File: src/lpmc_pkg.sv
// Constants, register layout and state encoding of the low-power mode controller.
package lpmc_pkg;

  // Register byte offsets on the AXI4-Lite slave.
  localparam logic [7:0]  CTRL_OFFSET        = 8'h00;
  localparam logic [7:0]  STATUS_OFFSET      = 8'h04;
  localparam logic [7:0]  WAKE_CFG_OFFSET    = 8'h08;

  // Field positions in power_control_reg.
  localparam int unsigned CTRL_REG_LP_BIT    = 0;
  localparam int unsigned CTRL_STBY_SEL_BIT  = 1;
  localparam int unsigned CTRL_WUF_CLR_BIT   = 2;
  localparam int unsigned CTRL_STANDBY_ENTERED_FLAG_CLR_BIT  = 3;
  localparam int unsigned CTRL_LOW_DRV_BIT   = 18;
  localparam int unsigned CTRL_SRAM1_SW_BIT  = 20;
  localparam int unsigned CTRL_SRAM2_SW_BIT  = 21;

  // Field positions in power_status_reg and the wakeup configuration register.
  localparam int unsigned STAT_WUF_BIT       = 0;
  localparam int unsigned STAT_STANDBY_ENTERED_FLAG_BIT      = 1;
  localparam int unsigned WCFG_PIN_EN_BIT    = 0;

  // Values after reset and the set of bits that software may store.
  localparam logic [31:0] CTRL_RESET         = 32'h0000_8000;
  localparam logic [31:0] CTRL_RW_MASK       = 32'h0034_c1f3;
  localparam logic [31:0] STATUS_RESET       = 32'h0000_0000;
  localparam logic        WCFG_PIN_EN_RESET  = 1'b0;

  // Fetch address handed to the core after the power-on sequence.
  localparam logic [31:0] BOOT_ADDR          = 32'h0000_0000;

  // Timing: figures in their own unit, cycle counts derived from the clock rate.
  localparam int unsigned CLK_MHZ            = 100;
  localparam int unsigned OSC_WAKE_NS        = 2000;
  localparam int unsigned REG_WAKE_NS        = 5000;
  localparam int unsigned POR_NS             = 10000;
  localparam int unsigned OSC_WAKE_CYC       = (OSC_WAKE_NS * CLK_MHZ + 999) / 1000;
  localparam int unsigned REG_WAKE_CYC       = (REG_WAKE_NS * CLK_MHZ + 999) / 1000;
  localparam int unsigned POR_CYC            = (POR_NS * CLK_MHZ + 999) / 1000;
  localparam int unsigned CNT_W              = 16;

  // AXI response codes.
  localparam logic [1:0]  RESP_OKAY          = 2'b00;
  localparam logic [1:0]  RESP_SLVERR        = 2'b10;

  typedef enum logic [2:0] {
    LPMC_RUN       = 3'b000,
    LPMC_SLEEP     = 3'b001,
    LPMC_DEEP      = 3'b010,
    LPMC_DEEP_WAKE = 3'b011,
    LPMC_STANDBY   = 3'b100,
    LPMC_POR       = 3'b101
  } lpmc_state_t;

endpackage

File: src/lpmc_sync.sv
// Two-flop synchroniser for pins and signals from other clock domains.
`timescale 1ns/1ps
`default_nettype none
module lpmc_sync #(
  parameter int unsigned     WIDTH     = 1,
  parameter logic [WIDTH-1:0] RESET_VAL = '0
) (
  input  wire logic             clk_i,
  input  wire logic             reset_i,
  input  wire logic [WIDTH-1:0] async_i,
  output logic      [WIDTH-1:0] sync_o
);

  logic [WIDTH-1:0] meta_reg;

  // Each bit gets its own pair; only the second stage is ever read outside.
  for (genvar i = 0; i < WIDTH; i++) begin : g_bit
    always_ff @(posedge clk_i) begin
      if (reset_i) begin
        meta_reg[i] <= RESET_VAL[i];
        sync_o[i]   <= RESET_VAL[i];
      end else begin
        meta_reg[i] <= async_i[i];
        sync_o[i]   <= meta_reg[i];
      end
    end
  end

endmodule // lpmc_sync
`default_nettype wire

File: src/lpmc_ctrl.sv
// Low-power mode controller: mode sequencing, power controls and AXI4-Lite registers.
//
// Design decisions made here: the register offsets and the AXI4-Lite slave port.
`timescale 1ns/1ps
`default_nettype none
module lpmc_ctrl #(
  parameter int unsigned OSC_WAKE_CYCLES = lpmc_pkg::OSC_WAKE_CYC,
  parameter int unsigned REG_WAKE_CYCLES = lpmc_pkg::REG_WAKE_CYC,
  parameter int unsigned POR_CYCLES      = lpmc_pkg::POR_CYC
) (
  input  wire logic        clk_i,
  input  wire logic        reset_i,
  // AXI4-Lite slave.
  input  wire logic [7:0]  s_axi_awaddr_i,
  input  wire logic        s_axi_awvalid_i,
  output logic             s_axi_awready_o,
  input  wire logic [31:0] s_axi_wdata_i,
  input  wire logic [3:0]  s_axi_wstrb_i,
  input  wire logic        s_axi_wvalid_i,
  output logic             s_axi_wready_o,
  output logic [1:0]       s_axi_bresp_o,
  output logic             s_axi_bvalid_o,
  input  wire logic        s_axi_bready_i,
  input  wire logic [7:0]  s_axi_araddr_i,
  input  wire logic        s_axi_arvalid_i,
  output logic             s_axi_arready_o,
  output logic [31:0]      s_axi_rdata_o,
  output logic [1:0]       s_axi_rresp_o,
  output logic             s_axi_rvalid_o,
  input  wire logic        s_axi_rready_i,
  // Processor core, same clock.
  input  wire logic        wait_for_interrupt_instr_i,
  input  wire logic        wait_for_event_instr_i,
  input  wire logic        isr_return_lowest_i,
  input  wire logic        core_deep_request_i,
  input  wire logic        sleep_after_isr_return_i,
  input  wire logic        event_on_pending_irq_i,
  input  wire logic        irq_pending_i,
  input  wire logic        wakeup_event_i,
  // External interrupt line controller, same clock.
  input  wire logic        ext_line_irq_i,
  input  wire logic        ext_line_event_i,
  input  wire logic        ext_line_pending_i,
  // Standby wakeup sources.
  input  wire logic        free_watchdog_reset_i,
  input  wire logic        rtc_alarm_i,
  input  wire logic        external_reset_pin_n_i,
  input  wire logic        wakeup_pin_i,
  // Power, clock and pad controls.
  output logic             core_clk_en_o,
  output logic             domain_clk_en_o,
  output logic             internal_8mhz_osc_en_o,
  output logic             high_speed_crystal_osc_en_o,
  output logic             pll_en_o,
  output logic             core_regulator_on_o,
  output logic             core_regulator_low_power_o,
  output logic             core_regulator_low_drive_o,
  output logic             sram_bank1_power_o,
  output logic             sram_bank2_power_o,
  output logic             sysclk_to_internal_8mhz_osc_o,
  output logic             deep_entry_skipped_o,
  output logic             por_reset_o,
  output logic [31:0]      boot_addr_o,
  output logic             io_hiz_o,
  output logic             wakeup_pin_keep_o
);

  typedef lpmc_pkg::lpmc_state_t state_t;

  state_t                        state_reg;
  state_t                        state_next;
  logic [lpmc_pkg::CNT_W-1:0]    cnt_reg;
  logic [lpmc_pkg::CNT_W-1:0]    cnt_next;
  logic [31:0]                   ctrl_reg;
  logic                          wuf_reg;
  logic                          standby_entered_flag_reg;
  logic                          pin_en_reg;
  logic                          by_event_reg;
  logic                          sev_reg;
  logic                          low_power_reg;
  logic                          low_drive_reg;
  logic                          sram1_off_reg;
  logic                          sram2_off_reg;
  logic                          wakeup_pin_prev_reg;
  logic [2:0]                    pins_sync;
  logic                          external_reset_pin_low;
  logic                          rtc_alarm;
  logic                          wakeup_pin_rise;
  logic                          entry;
  logic                          wake_sleep;
  logic                          wake_deep;
  logic                          wake_standby;
  logic                          aw_have_reg;
  logic                          w_have_reg;
  logic [7:0]                    aw_addr_reg;
  logic [31:0]                   w_data_reg;
  logic [3:0]                    w_strb_reg;
  logic                          wr_fire;
  logic                          wr_ctrl;
  logic [31:0]                   strb_mask;
  logic                          wuf_clr;
  logic                          standby_entered_flag_clr;
  logic [31:0]                   rd_data;
  logic                          rd_hit;

  // Reset pin idles high, so its synchroniser starts high to avoid a false wake.
  lpmc_sync #(
    .WIDTH     (3),
    .RESET_VAL (3'b001)
  ) u_pin_sync (
    .clk_i   (clk_i),
    .reset_i (reset_i),
    .async_i ({wakeup_pin_i, rtc_alarm_i, external_reset_pin_n_i}),
    .sync_o  (pins_sync)
  );

  assign external_reset_pin_low  = ~pins_sync[0];
  assign rtc_alarm = pins_sync[1];
  assign wakeup_pin_rise = pins_sync[2] & ~wakeup_pin_prev_reg & pin_en_reg;

  // Entry point: at the instruction, or at the last ISR return when sleep-on-exit is set.
  assign entry = sleep_after_isr_return_i ? isr_return_lowest_i
               : (wait_for_interrupt_instr_i | wait_for_event_instr_i);

  // Wait-for-interrupt sleep listens to every interrupt; the event path widens with send-on-pending.
  assign wake_sleep = by_event_reg ? (wakeup_event_i | (sev_reg & irq_pending_i))
                                   : irq_pending_i;
  // Deep-sleep listens only to the external lines.
  assign wake_deep = by_event_reg ? (ext_line_event_i | (sev_reg & ext_line_irq_i))
                                  : ext_line_irq_i;
  assign wake_standby = external_reset_pin_low | rtc_alarm | free_watchdog_reset_i | wakeup_pin_rise;

  // Mode sequencer.
  always_comb begin
    state_next = state_reg;
    cnt_next   = cnt_reg;
    unique case (state_reg)
      lpmc_pkg::LPMC_RUN: begin
        if (entry) begin
          if (!core_deep_request_i) begin
            state_next = lpmc_pkg::LPMC_SLEEP;
          end else if (ctrl_reg[lpmc_pkg::CTRL_STBY_SEL_BIT]) begin
            state_next = lpmc_pkg::LPMC_STANDBY;
          end else if (!ext_line_pending_i) begin
            state_next = lpmc_pkg::LPMC_DEEP;
          end
        end
      end
      lpmc_pkg::LPMC_SLEEP: begin
        if (wake_sleep) begin
          state_next = lpmc_pkg::LPMC_RUN;
        end
      end
      lpmc_pkg::LPMC_DEEP: begin
        if (wake_deep) begin
          state_next = lpmc_pkg::LPMC_DEEP_WAKE;
          // Low-power regulator needs its own recovery on top of the oscillator.
          cnt_next = low_power_reg
                   ? lpmc_pkg::CNT_W'(OSC_WAKE_CYCLES + REG_WAKE_CYCLES - 1)
                   : lpmc_pkg::CNT_W'(OSC_WAKE_CYCLES - 1);
        end
      end
      lpmc_pkg::LPMC_DEEP_WAKE: begin
        if (cnt_reg == '0) begin
          state_next = lpmc_pkg::LPMC_RUN;
        end else begin
          cnt_next = cnt_reg - 1'b1;
        end
      end
      lpmc_pkg::LPMC_STANDBY: begin
        if (wake_standby) begin
          state_next = lpmc_pkg::LPMC_POR;
          cnt_next   = lpmc_pkg::CNT_W'(POR_CYCLES - 1);
        end
      end
      lpmc_pkg::LPMC_POR: begin
        if (cnt_reg == '0) begin
          state_next = lpmc_pkg::LPMC_RUN;
        end else begin
          cnt_next = cnt_reg - 1'b1;
        end
      end
      default: begin
        state_next = lpmc_pkg::LPMC_RUN;
      end
    endcase
  end

  always_ff @(posedge clk_i) begin
    if (reset_i) begin
      state_reg <= lpmc_pkg::LPMC_RUN;
      cnt_reg   <= '0;
    end else begin
      state_reg <= state_next;
      cnt_reg   <= cnt_next;
    end
  end

  // Settings are frozen at the request edge so later writes cannot change a mode in progress.
  always_ff @(posedge clk_i) begin
    if (reset_i) begin
      by_event_reg  <= 1'b0;
      sev_reg       <= 1'b0;
      low_power_reg <= 1'b0;
      low_drive_reg <= 1'b0;
      sram1_off_reg <= 1'b0;
      sram2_off_reg <= 1'b0;
    end else if (state_reg == lpmc_pkg::LPMC_RUN && entry) begin
      by_event_reg  <= wait_for_event_instr_i & ~sleep_after_isr_return_i;
      sev_reg       <= event_on_pending_irq_i;
      low_power_reg <= ctrl_reg[lpmc_pkg::CTRL_REG_LP_BIT];
      low_drive_reg <= ctrl_reg[lpmc_pkg::CTRL_LOW_DRV_BIT];
      sram1_off_reg <= ctrl_reg[lpmc_pkg::CTRL_SRAM1_SW_BIT];
      sram2_off_reg <= ctrl_reg[lpmc_pkg::CTRL_SRAM2_SW_BIT];
    end
  end

  always_ff @(posedge clk_i) begin
    if (reset_i) begin
      wakeup_pin_prev_reg <= 1'b0;
    end else begin
      wakeup_pin_prev_reg <= pins_sync[2];
    end
  end

  // Power and clock controls follow the next state, so they change with the state.
  always_ff @(posedge clk_i) begin
    if (reset_i) begin
      core_clk_en_o               <= 1'b1;
      domain_clk_en_o             <= 1'b1;
      internal_8mhz_osc_en_o      <= 1'b1;
      high_speed_crystal_osc_en_o <= 1'b1;
      pll_en_o                    <= 1'b1;
      core_regulator_on_o         <= 1'b1;
      core_regulator_low_power_o  <= 1'b0;
      core_regulator_low_drive_o  <= 1'b0;
      sram_bank1_power_o          <= 1'b1;
      sram_bank2_power_o          <= 1'b1;
      por_reset_o                 <= 1'b0;
      io_hiz_o                    <= 1'b0;
    end else begin
      core_clk_en_o               <= (state_next == lpmc_pkg::LPMC_RUN);
      domain_clk_en_o             <= (state_next == lpmc_pkg::LPMC_RUN)
                                   | (state_next == lpmc_pkg::LPMC_SLEEP);
      internal_8mhz_osc_en_o      <= (state_next != lpmc_pkg::LPMC_DEEP)
                                   & (state_next != lpmc_pkg::LPMC_STANDBY);
      high_speed_crystal_osc_en_o <= (state_next == lpmc_pkg::LPMC_RUN)
                                   | (state_next == lpmc_pkg::LPMC_SLEEP);
      pll_en_o                    <= (state_next == lpmc_pkg::LPMC_RUN)
                                   | (state_next == lpmc_pkg::LPMC_SLEEP);
      core_regulator_on_o         <= (state_next != lpmc_pkg::LPMC_STANDBY);
      core_regulator_low_power_o  <= (state_next == lpmc_pkg::LPMC_DEEP)
                                   & low_power_reg;
      core_regulator_low_drive_o  <= (state_next == lpmc_pkg::LPMC_DEEP)
                                   & low_drive_reg;
      sram_bank1_power_o          <= (state_next == lpmc_pkg::LPMC_STANDBY) ? 1'b0
                                   : !((state_next == lpmc_pkg::LPMC_DEEP)
                                       & sram1_off_reg);
      sram_bank2_power_o          <= (state_next == lpmc_pkg::LPMC_STANDBY) ? 1'b0
                                   : !((state_next == lpmc_pkg::LPMC_DEEP)
                                       & sram2_off_reg);
      por_reset_o                 <= (state_next == lpmc_pkg::LPMC_POR);
      io_hiz_o                    <= (state_next == lpmc_pkg::LPMC_STANDBY);
    end
  end

  // One-cycle notices: oscillator handover on Deep-sleep exit, and a refused entry.
  always_ff @(posedge clk_i) begin
    if (reset_i) begin
      sysclk_to_internal_8mhz_osc_o    <= 1'b0;
      deep_entry_skipped_o <= 1'b0;
      boot_addr_o          <= lpmc_pkg::BOOT_ADDR;
      wakeup_pin_keep_o    <= 1'b0;
    end else begin
      sysclk_to_internal_8mhz_osc_o    <= (state_reg == lpmc_pkg::LPMC_DEEP_WAKE)
                            & (state_next == lpmc_pkg::LPMC_RUN);
      deep_entry_skipped_o <= (state_reg == lpmc_pkg::LPMC_RUN) & entry
                            & core_deep_request_i
                            & ~ctrl_reg[lpmc_pkg::CTRL_STBY_SEL_BIT]
                            & ext_line_pending_i;
      boot_addr_o          <= lpmc_pkg::BOOT_ADDR;
      wakeup_pin_keep_o    <= pin_en_reg;
    end
  end

  // AXI write channels: address and data are taken in either order, answered together.
  assign wr_fire  = aw_have_reg & w_have_reg & ~s_axi_bvalid_o;
  assign wr_ctrl  = wr_fire & (aw_addr_reg == lpmc_pkg::CTRL_OFFSET);
  assign wuf_clr  = wr_ctrl & w_strb_reg[0] & w_data_reg[lpmc_pkg::CTRL_WUF_CLR_BIT];
  assign standby_entered_flag_clr = wr_ctrl & w_strb_reg[0] & w_data_reg[lpmc_pkg::CTRL_STANDBY_ENTERED_FLAG_CLR_BIT];
  for (genvar b = 0; b < 4; b++) begin : g_strb
    assign strb_mask[8*b +: 8] = {8{w_strb_reg[b]}};
  end

  always_ff @(posedge clk_i) begin
    if (reset_i) begin
      aw_have_reg     <= 1'b0;
      w_have_reg      <= 1'b0;
      aw_addr_reg     <= '0;
      w_data_reg      <= '0;
      w_strb_reg      <= '0;
      s_axi_awready_o <= 1'b1;
      s_axi_wready_o  <= 1'b1;
      s_axi_bvalid_o  <= 1'b0;
      s_axi_bresp_o   <= lpmc_pkg::RESP_OKAY;
    end else begin
      if (s_axi_awvalid_i && s_axi_awready_o) begin
        aw_have_reg     <= 1'b1;
        aw_addr_reg     <= s_axi_awaddr_i;
        s_axi_awready_o <= 1'b0;
      end
      if (s_axi_wvalid_i && s_axi_wready_o) begin
        w_have_reg     <= 1'b1;
        w_data_reg     <= s_axi_wdata_i;
        w_strb_reg     <= s_axi_wstrb_i;
        s_axi_wready_o <= 1'b0;
      end
      if (wr_fire) begin
        aw_have_reg    <= 1'b0;
        w_have_reg     <= 1'b0;
        s_axi_bvalid_o <= 1'b1;
        s_axi_bresp_o  <= (aw_addr_reg == lpmc_pkg::CTRL_OFFSET
                        || aw_addr_reg == lpmc_pkg::STATUS_OFFSET
                        || aw_addr_reg == lpmc_pkg::WAKE_CFG_OFFSET)
                        ? lpmc_pkg::RESP_OKAY : lpmc_pkg::RESP_SLVERR;
      end
      if (s_axi_bvalid_o && s_axi_bready_i) begin
        s_axi_bvalid_o  <= 1'b0;
        s_axi_awready_o <= 1'b1;
        s_axi_wready_o  <= 1'b1;
      end
    end
  end

  // Control register is lost across Standby, so the power-on sequence reloads it.
  always_ff @(posedge clk_i) begin
    if (reset_i || state_reg == lpmc_pkg::LPMC_POR) begin
      ctrl_reg   <= lpmc_pkg::CTRL_RESET;
      pin_en_reg <= lpmc_pkg::WCFG_PIN_EN_RESET;
    end else if (wr_fire) begin
      if (aw_addr_reg == lpmc_pkg::CTRL_OFFSET) begin
        ctrl_reg <= (ctrl_reg & ~(strb_mask & lpmc_pkg::CTRL_RW_MASK))
                  | (w_data_reg & strb_mask & lpmc_pkg::CTRL_RW_MASK);
      end
      if (aw_addr_reg == lpmc_pkg::WAKE_CFG_OFFSET && w_strb_reg[0]) begin
        pin_en_reg <= w_data_reg[lpmc_pkg::WCFG_PIN_EN_BIT];
      end
    end
  end

  // Status flags survive Standby; a set in the same cycle as a clear wins.
  always_ff @(posedge clk_i) begin
    if (reset_i) begin
      wuf_reg  <= lpmc_pkg::STATUS_RESET[lpmc_pkg::STAT_WUF_BIT];
      standby_entered_flag_reg <= lpmc_pkg::STATUS_RESET[lpmc_pkg::STAT_STANDBY_ENTERED_FLAG_BIT];
    end else begin
      if (rtc_alarm || wakeup_pin_rise) begin
        wuf_reg <= 1'b1;
      end else if (wuf_clr) begin
        wuf_reg <= 1'b0;
      end
      if (state_reg == lpmc_pkg::LPMC_RUN && state_next == lpmc_pkg::LPMC_STANDBY) begin
        standby_entered_flag_reg <= 1'b1;
      end else if (standby_entered_flag_clr) begin
        standby_entered_flag_reg <= 1'b0;
      end
    end
  end

  // Read decode; the two clear bits are never stored, so they read as zero.
  always_comb begin
    rd_data = '0;
    rd_hit  = 1'b1;
    unique case (s_axi_araddr_i)
      lpmc_pkg::CTRL_OFFSET:     rd_data = ctrl_reg;
      lpmc_pkg::STATUS_OFFSET: begin
        rd_data[lpmc_pkg::STAT_WUF_BIT]  = wuf_reg;
        rd_data[lpmc_pkg::STAT_STANDBY_ENTERED_FLAG_BIT] = standby_entered_flag_reg;
      end
      lpmc_pkg::WAKE_CFG_OFFSET: rd_data[lpmc_pkg::WCFG_PIN_EN_BIT] = pin_en_reg;
      default:                   rd_hit = 1'b0;
    endcase
  end

  // Read channel: one read in flight, answered the cycle after the address is taken.
  always_ff @(posedge clk_i) begin
    if (reset_i) begin
      s_axi_arready_o <= 1'b1;
      s_axi_rvalid_o  <= 1'b0;
      s_axi_rdata_o   <= '0;
      s_axi_rresp_o   <= lpmc_pkg::RESP_OKAY;
    end else begin
      if (s_axi_arvalid_i && s_axi_arready_o) begin
        s_axi_arready_o <= 1'b0;
        s_axi_rvalid_o  <= 1'b1;
        s_axi_rdata_o   <= rd_data;
        s_axi_rresp_o   <= rd_hit ? lpmc_pkg::RESP_OKAY : lpmc_pkg::RESP_SLVERR;
      end else if (s_axi_rvalid_o && s_axi_rready_i) begin
        s_axi_rvalid_o  <= 1'b0;
        s_axi_arready_o <= 1'b1;
      end
    end
  end

endmodule // lpmc_ctrl
`default_nettype wire

File: config.mk
export PLATFORM = sky130hd
export DESIGN_NAME = lpmc_ctrl
export DESIGN_NICKNAME = d
export VERILOG_FILES = /design/src/lpmc_pkg.sv /design/src/lpmc_sync.sv /design/src/lpmc_ctrl.sv
export SDC_FILE = /design/constraint.sdc
export NUM_CORES = 1
export LEC_CHECK = 0
export BUFFER_PORTS_ARGS = -buffer_cell sky130_fd_sc_hd__buf_4
export CORE_MARGIN = 2
export CORE_UTILIZATION = 47
export CTS_BUF_LIST = sky130_fd_sc_hd__clkbuf_4 sky130_fd_sc_hd__clkbuf_8
export CTS_CLUSTER_SIZE = 12
export DETAILED_ROUTE_END_ITERATION = 10
export PLACE_DENSITY = 0.79
export SLEW_MARGIN = 0
export SYNTH_ARGS = -nofsm -noshare
export SYNTH_HDL_FRONTEND = slang
export SYNTH_HIERARCHICAL = 1
export SYNTH_SLANG_ARGS = --single-unit
File: constraint.sdc
create_clock -name clk_i -period 1.9 [get_ports clk_i]
set_input_delay 0.19 -clock clk_i [delete_from_list [all_inputs] [get_ports clk_i]]
set_output_delay 0.19 -clock clk_i [all_outputs]
set_load 0.02 [all_outputs]
==> flow_summary_export.csv, run 1 <==
group,metric,value,unit
detailed_routing,wirelength,11000,um
sta,finalSetupViolCount,0,
place,detailed_place_hpwl,8060,um
floorplan,rows,36,
sta,post-route-period-util,0.982,
clock_network,cts_buffers,9,
clock_network,cts_tree,"done",
global_route,overflow,0,
detailed_routing,viasPerCell,5.10,
clock_network,clkSlewWorstSetupHoldPaths,100,ps
detailed_routing,drc,0,
floorplan,num_io_pins,162,
global_route,antenna_found_initial,0,
logic_synthesis,synth-async-reset-ratio,0,
floorplan,die_w,104,um
clock_network,clk_latency,370,ps
sta,relSlewSlack,0.523,
sta,min_period,1870,ps
min_path,hold_class,"in2reg",
critical_path,worstPathRequired,2210,ps
logic_synthesis,yosys.area.top_type,"dfxtp_1",
floorplan,dieArea,10900,um^2
sta,whs,17.7,ps
logic_synthesis,yosys_warnings,6,
logic_synthesis,ys.flop_type,"dfxtp_1",
status,outcome,"complete, no violations",
detailed_routing,post_drt_wl_per_cell,13.7,um
floorplan,start_util,0.483,
place,gp_congestion,0.888,
critical_path,critPathKind,"reg2reg",
logic_synthesis,synth.most_common_cell,"dfxtp_1",
layout,syn_to_final_growth,22.9,%
critical_path,startpoint_type,"flop",
global_route,grt_use_total,0.194,
power,power_density,935,nW/um^2
layout,num-nets-final,738,
clock_network,cts-root-buf,"clkbuf_8",
logic_synthesis,syn-cell-area,4720,um^2
critical_path,path_max_fanout,5,
floorplan,core,9770,um^2
clock_network,htreeDepth,3,
logic_synthesis,synth_area_per_cell,8.50,um^2
critical_path,end_kind,"flop",
logic_synthesis,synth-edff-count,0,
detailed_routing,firstDrtPassIters,5,
detailed_routing,ant_nets,0,
detailed_routing,num_vias,4083,
global_route,grt_pass1_vias,3690,
sta,fmax,0.536,GHz
global_route,grt_pass1_wl,17500,um
floorplan,die_h,104,um
layout,layout-drive-gt1-share,0.256,
sta,finalMaxSlewViolations,0,
sta,hold_viol,0,
logic_synthesis,synth_top_area_frac,0.449,
logic_synthesis,ys_top_cells_by_count,"dfxtp_1 (106), nand2_1 (95), buf_4 (57)",
logic_synthesis,synth_seq_area_share,0.449,
layout,stdcell_count,801,
place,io_buffer_count,88,
power,p_leak,2.45,nW
run,max-cap-violations,0,
critical_path,arrival,2170,ps
logic_synthesis,synthesis.instances,556,
power,ir_worst_vdd,442,uV
place,place_ws,4.64,ps
clock_network,cts_max_path_buffers,2,
sta,finClkSkew,12.5,ps
logic_synthesis,synth.distinct_cells,63,
detailed_routing,initialDrtViolationCount,166,
clock_network,cts_sinks,106,
global_route,grt_start_max_net_pins,39,
logic_synthesis,synth_seq_cells,106,
sta,tightest_slew,708,ps
sta,fin_ws,34.3,ps
sta,grt_setup_unrepaired,"true",
layout,n_antenna_cell,0,
logic_synthesis,synth_area_leaders,"dfxtp_1 (45%), buf_4 (9.1%), nand2_1 (7.5%)",
place,dpl.cell_count,782,
-- path summary, 6_finish.rpt --
kind	slack (ps)	startpoint	to	cells past startpoint
worst max-delay path	30	cnt_reg[1]	core_regulator_low_power_o	8
worst min-delay path	20	s_axi_wvalid_i	s_axi_wready_o	2
worst max register to register	30	cnt_reg[1]	core_regulator_low_power_o	8
worst min register to register	420	u_pin_sync/meta_reg[0]	u_pin_sync/sync_o[0]	1
-- routing by layer --
| metal | part of all wire | global-route usage | up-vias |
|---|---|---|---|
| li1 | - | - | 2030 |
| met1 | 0.42 | 0.236 | 1931 |
| met2 | 0.52 | 0.334 | 103 |
| met3 | 0.048 | 0.0533 | 19 |
| met4 | 0.016 | 0.0598 | 0 |
| met5 | 0 | 0 | - |
-- final cells by class --
cell class | count | area [um^2]
flip-flops and latches | 106 | 2130
repair buffers | 124 | 938
fillers | 864 | 3970
clock buffers | 10 | 138
clock inverters | 6 | 72.6
inverters | 13 | 48.8
multi-input cells | 409 | 2310
well taps | 133 | 166
-- kinds of logic (layout without fill, tap and decap cells) --
| group | count (synthesis) | count (layout) | synth area share |
|---|---|---|---|
| buf+inv | 94 | 153 | 0.121 |
| flops | 106 | 106 | 0.449 |
| compound gates | 121 | 121 | 0.169 |
| other cells | 1 | 54 | 0.000794 |
| fa+ha+maj | 1 | 1 | 0.00265 |
| mux | 10 | 10 | 0.0215 |
| simple gates | 223 | 223 | 0.235 |
-- placed cells by master (no fill, tap or decap), types with 3 or more instances in the layout --
| master | instances |
|---|---|
| and2_1 | 6 |
| a211oi_1 | 4 |
| o22ai_1 | 4 |
| nor4_1 | 6 |
| a22oi_1 | 13 |
| dfxtp_2 | 3 |
| mux2i_1 | 9 |
| nor2b_1 | 8 |
| nand3b_1 | 3 |
| a211oi_2 | 3 |
| conb_1 | 54 |
| nand3_1 | 25 |
| nor4_2 | 3 |
| nand2b_1 | 10 |
| a21oi_1 | 56 |
| nand2_1 | 95 |
| o21ai_0 | 8 |
| buf_4 | 120 |
| nor3_1 | 6 |
| clkbuf_8 | 10 |
| dfxtp_1 | 103 |
| inv_1 | 11 |
| nor2_1 | 34 |
| a221oi_1 | 3 |
-- worst max-delay path: stages (launching register included) --
cell     delay, ps
dfxtp_2        340
inv_2           70
ha_4           140
nor3b_4        180
nand4_1        200
and2_4         230
buf_6          120
nor4b_4        350
and2_1         180
-- power breakdown --
group	internal [mW]	total [mW]	switching (mW)
combinational	0.661	1.48	0.818
clock	0.663	1.46	0.802
sequential	2.36	2.48	0.128
total	3.68	5.43	1.75
-- per-stage QoR --
step | util | power [mW] | area [um^2] | TNS [ps]
after detailed placement | 0.560 | 3.87 | 5470 | 0
after global placement | 0.560 | 3.83 | 5470 | 0
after global routing | 0.594 | 5.68 | 5800 | -542
after floorplan | - | 3.42 | 4920 | 0
final | 0.594 | 5.43 | 5800 | 0
after CTS | 0.584 | 5.34 | 5700 | 0
-- what timing repair did --
action	in CTS	in global routing
hold buffers	1	0
pin swaps	1	6
hold endpoints to repair	1	0
cloned	0	1
resized for setup	3	21
setup buffers	0	1
endpoints found under the setup margin	3	28
No activity file was read; power rests on OpenSTA's default activity.
==> inputs of run 2 (changes only) <==
CELL_PAD_IN_SITES_DETAIL_PLACEMENT = 1   (was unset)
CELL_PAD_IN_SITES_GLOBAL_PLACEMENT = 1   (was unset)
CORE_UTILIZATION = 34   (was 47)
PLACE_DENSITY = unset   (was 0.79)
PLACE_DENSITY_LB_ADDON = 0.1   (was unset)
==> run 2 against run 1 <==
The run now ends with setup timing left. Hold slack better by 11 ps. Sequential power barely moved. Sequential share of layout area decreased by 1.3 points. Fmax is 3.5% lower. Final area rose by 3.7%. Sequential cell count unchanged. Combinational power rose by 5%. Clock-buffer cell count did not move. Via count is 0.39% higher. Register-to-register slack lost 70 ps. Final cell count increased by 7.4%. Setup slack got worse by 67 ps. Critical path type unchanged. Largest cell class unchanged. Highest routed layer unchanged.
==> flow_summary_export.csv, run 2 (same netlist as run 1, synthesis figures left out) <==
group,metric,value,unit
detailed_routing,num_vias,4099,
sta,finalSetupTns,-51.7,ps
floorplan,die_h,122,um
critical_path,r2r-start,"cnt_reg[0]",
place,gp_congestion,0.803,
critical_path,crit_buf_inv,3,
global_route,grt_pass1_vias,4060,
global_route,grt_use_total,0.167,
sta,relSlewSlack,0.586,
detailed_routing,initialDrtViolationCount,167,
power,power_density,936,nW/um^2
power,p_sw_frac,0.319,
floorplan,num_io_pins,162,
power,combPwrFrac,0.278,
power,p_sw,1.79,mW
global_route,overflow,0,
critical_path,critPathLaunch,"cnt_reg[0]",
critical_path,reg2reg_depth,9,
layout,stdcell_count,860,
floorplan,rows,43,
power,power,5.63,mW
critical_path,worstPathRequired,2140,ps
power,p_seq_frac,0.441,
detailed_routing,viasPerCell,4.77,
clock_network,cts_buffers,9,
place,dpl.cell_count,837,
clock_network,cts_tree,"done",
layout,layout-drive-gt1-share,0.271,
layout,num-nets-final,750,
sta,finalMaxSlewViolations,0,
floorplan,core,13700,um^2
floorplan,die_w,122,um
power,p_leak,2.52,nW
place,detailed_place_hpwl,9210,um
global_route,grt_start_max_net_pins,26,
critical_path,slowest_delay,340,ps
layout,final_common_cell,"buf_4",
critical_path,path_depth,9,
sta,grt_setup_unrepaired,"true",
critical_path,cp_common_cell,"buf_6",
global_route,antenna_found_initial,0,
critical_path,arrival,2170,ps
critical_path,path_delay_family,"simple AND/OR/NAND/NOR gates",
detailed_routing,drc,0,
detailed_routing,ant_nets,0,
power,ir_worst_vdd,315,uV
clock_network,cts_max_path_buffers,2,
detailed_routing,post_drt_wl_per_cell,14.2,um
critical_path,cp_slowest_cell,"dfxtp_2",
sta,min_period,1930,ps
floorplan,dieArea,14900,um^2
sta,fmax,0.517,GHz
global_route,grt_pass1_wl,19800,um
clock_network,clkSlewWorstSetupHoldPaths,100,ps
power,p_clk_frac,0.281,
sta,hold_viol,0,
layout,n_antenna_cell,0,
critical_path,r2r_slack,-30,ps
sta,post-route-period-util,1.02,
critical_path,end_kind,"flop",
place,io_buffer_count,88,
layout,final_cell_mix,"buf_4 (129), dfxtp_1 (102), nand2_1 (95)",
sta,finalSetupViolCount,4,
critical_path,startpoint_type,"flop",
detailed_routing,firstDrtPassIters,4,
status,outcome,"complete, but fails checks",
critical_path,worstSetupEndpoint,"sram_bank2_power_o",
detailed_routing,wirelength,12200,um
critical_path,path_max_fanout,5,
layout,syn_to_final_growth,27.4,%
clock_network,clk_latency,370,ps
min_path,hold_class,"in2reg",
sta,fin_ws,-32.8,ps
clock_network,htreeDepth,3,
layout,fillers,1659,
critical_path,crit_chain,"inv_2, ha_4, nor3b_4, nand4_1, and2_4, buf_6, a211oi_4, buf_6, a22oi_1",
clock_network,cts_sinks,106,
critical_path,critPathKind,"reg2reg",
clock_network,cts-root-buf,"clkbuf_8",
sta,tightest_slew,620,ps
critical_path,r2r-end,"sram_bank2_power_o",
sta,finClkSkew,9.78,ps
status,failed_checks,"setup timing",
run,max-cap-violations,0,
floorplan,start_util,0.344,
power,p_int,3.84,mW
==> run 2: cell type report <==
type	instances	area (um^2)	share of cell area
clock buffers	10	131	0.0218
clock inverters	6	96.3	0.0160
well taps	180	225	0.0374
flip-flops and latches	106	2130	0.353
inverters	13	48.8	0.00810
repair buffers	136	1040	0.174
multi-input cells	409	2350	0.390
==> run 2: timing repair <==
action                                  4_1_cts  5_1_grt
gates cloned                                  1        0
endpoints found under the setup margin       21       23
endpoints found under the hold margin         2        0
resized for setup                            18       16
pin swaps                                     4        4
hold buffers                                  2        0
buffers inserted                              0        4
==> run 2: worst min-delay path by stage <==
stage	start	endpoint	slack, ps	cells after the start
6_report	rtc_alarm_i	u_pin_sync/meta_reg[1]	30	2
3_5_place_dp	external_reset_pin_n_i	u_pin_sync/meta_reg[0]	380	2
5_1_grt	rtc_alarm_i	u_pin_sync/meta_reg[1]	20	2
2_1_floorplan	reset_i	u_pin_sync/meta_reg[1]	260	1
3_3_place_gp	external_reset_pin_n_i	u_pin_sync/meta_reg[0]	370	2
4_1_cts	rtc_alarm_i	u_pin_sync/meta_reg[1]	10	2
==> run 2: per-stage QoR <==
stage | instance area (um^2) | util | hold slack [ps] | setup slack, ps
after floorplan | 4920 | - | 262 | 13.0
after global placement | 5590 | 0.408 | 374 | -44.0
after detailed placement | 5590 | 0.408 | 383 | -150
after CTS | 5900 | 0.430 | 10.1 | -1.31
after global routing | 6020 | 0.439 | 24.5 | -137
final | 6020 | 0.439 | 29.0 | -32.8
==> run 2: worst reg2reg max path: cells and delay by family, from the launching register on <==
family | cells | cell delay [ps]
AO/OA/AOI/OAI | 2 | 310
flip-flops | 1 | 340
adder cells (fa/ha/maj) | 1 | 130
AND/OR/NAND/NOR | 3 | 670
buffers and inverters | 3 | 350
==> run 2: routing by layer <==
layer  share of wire  vias to the layer above  routed length (um)  global-route usage
met5               0                        -                   0                   0
met4          0.0076                        0                  93              0.0431
met3           0.053                        7                 648              0.0365
met2            0.46                      102                5640               0.270
met1            0.48                     1937                5850               0.227
li1                -                     2053                   -                   -
==> run 2: power by group through the flow <==
stage	registers [mW]	logic (mW)	clock network [mW]
finish	2.49	1.56	1.58
global route	2.51	1.71	1.73
CTS	2.48	1.46	1.64
detailed placement	2.52	1.39	0
global placement	2.52	1.36	0
floorplan	2.53	0.898	0
==> inputs of run 3 (changes only) <==
CORE_UTILIZATION = 38   (was 34)
clock period = 2.1 ns   (was 1.9 ns; I/O delays follow)
==> run 3 against run 2 <==
The run now ends clean. Final area is 5.2% lower. Non-clock buffer count is 23 lower. Sequential cell count stayed put. Combinational power is 21% lower. Via count is 0.88% lower. Sequential power is 9.6% lower. Largest power group unchanged.
==> flow_summary_export.csv, run 3 (same netlist as run 1, synthesis figures left out) <==
group,metric,value,unit
place,gp_congestion,0.808,
sta,whs,32.8,ps
global_route,grtUsageMet2,0.320,
detailed_routing,num_vias,4063,
detailed_routing,firstDrtPassIters,4,
critical_path,slowest_delay,490,ps
layout,final_design_area_no_fill,5710,um^2
critical_path,cp_slowest_cell,"or4_1",
layout,n_antenna_cell,0,
power,power,4.69,mW
sta,post-route-period-util,0.943,
min_path,hold_class,"in2reg",
layout,multi_input_area,2280,um^2
sta,finalMaxSlewViolations,0,
critical_path,crit_chain,"inv_2, ha_2, nor3b_4, nand4_1, nand2_2, or4_1, a32o_1",
floorplan,num_io_pins,162,
place,dpl_cell_area,5420,um^2
global_route,grt_pass1_wl,20100,um
critical_path,worstPathRequired,2370,ps
sta,hold_viol,0,
place,dpl.cell_count,802,
min_path,min_path_cells,2,
sta,min_period,1980,ps
layout,stdcell_count,825,
layout,fillers,1487,
floorplan,dieArea,13300,um^2
detailed_routing,drc,0,
power,power_density,822,nW/um^2
floorplan,rows,40,
sta,relSlewSlack,0.581,
critical_path,r2r_slack,120,ps
critical_path,path_max_fanout,6,
min_path,holdPathEnd,"s_axi_wready_o",
clock_network,clkSlewWorstSetupHoldPaths,100,ps
critical_path,path_delay_family,"simple AND/OR/NAND/NOR gates",
power,ir_worst_vdd,373,uV
global_route,overflow,0,
critical_path,reg2reg_depth,7,
min_path,hold_start,"s_axi_wvalid_i",
clock_network,cts_tree,"done",
detailed_routing,wirelength,12400,um
clock_network,cts_sinks,106,
global_route,grt_most_used_layer,"met2",
critical_path,end_kind,"flop",
critical_path,critPathKind,"reg2reg",
sta,finalSetupViolCount,0,
global_route,grt_start_max_net_pins,52,
global_route,grt_pass1_vias,4098,
sta,finClkSkew,11.0,ps
layout,final_common_cell,"buf_4",
clock_network,htreeDepth,3,
critical_path,arrival,2250,ps
floorplan,core,12100,um^2
clock_network,cts_hold_buf,0,
clock_network,clk_latency,370,ps
sta,tightest_slew,629,ps
run,max-cap-violations,0,
clock_network,cts_max_path_buffers,2,
detailed_routing,initialDrtViolationCount,90,
layout,layout-drive-gt1-share,0.240,
floorplan,start_util,0.392,
critical_path,startpoint_type,"flop",
global_route,grt_use_total,0.190,
place,detailed_place_hpwl,9210,um
status,outcome,"complete, no violations",
global_route,antenna_found_initial,0,
sta,finalSetupTns,0,ps
layout,num-nets-final,727,
place,io_buffer_count,88,
layout,ff_latch_area,2120,um^2
critical_path,r2r-start,"cnt_reg[1]",
global_route,met1_usage,0.240,
detailed_routing,ant_nets,0,
clock_network,cts-root-buf,"clkbuf_8",
detailed_routing,post_drt_wl_per_cell,15.0,um
layout,syn_to_final_growth,20.8,%
power,p_leak,2.38,nW
global_route,met3_usage,0.0486,
floorplan,die_h,116,um
critical_path,crit_buf_inv,1,
sta,fmax,0.505,GHz
critical_path,r2r-end,"cnt_reg[9]",
clock_network,cts_buffers,9,
floorplan,die_w,116,um
detailed_routing,viasPerCell,4.92,
layout,final_cell_mix,"buf_4 (112), dfxtp_1 (105), nand2_1 (94)",
run 3: changes by cell type in the layout (fill, tap and decap cells not counted), moves of 3 or more:
cell / previous run / this run
dfxtp_1: 102 / 105
buf_4: 129 / 112
buf_6: 5 / 0
dfxtp_2: 4 / 1
run 3: area by class of cell:
cell class,count,area share
Clock inverter,4,0.00461
Sequential cell,106,0.372
Multi-Input combinational cell,409,0.399
Inverter,13,0.00855
Timing Repair Buffer,113,0.151
Tap cell,168,0.0368
Clock buffer,12,0.0279
run 3: metal layers:
layer,part of all wire,wire length (um),up-vias
met1,0.45,5570,1932
met3,0.051,632,17
met2,0.48,5950,110
met4,0.017,204,0
met5,0,0,-
li1,-,-,2004
run 3: where the power goes:
| part | internal, mW | switching, mW |
|---|---|---|
| Combinational | 0.515 | 0.722 |
| Sequential | 2.13 | 0.121 |
| Clock | 0.509 | 0.691 |
| Total | 3.15 | 1.53 |
run 3: worst reg2reg max path, stage by stage, from the launching register on:
cell and delay (ps):
dfxtp_1 400, inv_2 70, ha_2 180, nor3b_4 150, nand4_1 190, nand2_2 140
or4_1 490, a32o_1 260
run 3: worst max-delay path by stage:
stage                from           to  slack, ps  depth (start not counted)
6_report       cnt_reg[1]   cnt_reg[9]        120                          7
5_1_grt        cnt_reg[0]   cnt_reg[2]         -4                          8
4_1_cts        cnt_reg[1]  cnt_reg[11]          5                          8
3_5_place_dp   cnt_reg[1]   cnt_reg[2]        0.7                          8
3_3_place_gp   cnt_reg[1]  cnt_reg[11]         80                          8
2_1_floorplan  cnt_reg[0]   cnt_reg[9]        210                          7
run 3: per-stage QoR:
step | setup WS, ps | utilization
2_1_floorplan | 213 | -
3_3_place_gp | 79.7 | 0.449
3_5_place_dp | 0.664 | 0.449
4_1_cts | 4.64 | 0.465
5_1_grt | -4.48 | 0.473
6_report | 120 | 0.473
run 3: repair_timing:
action / 4_1_cts / 5_1_grt
setup buffers: 0 / 7
endpoints found under the setup margin: 0 / 36
resized for setup: 0 / 16
endpoints found under the hold margin: 0 / 0
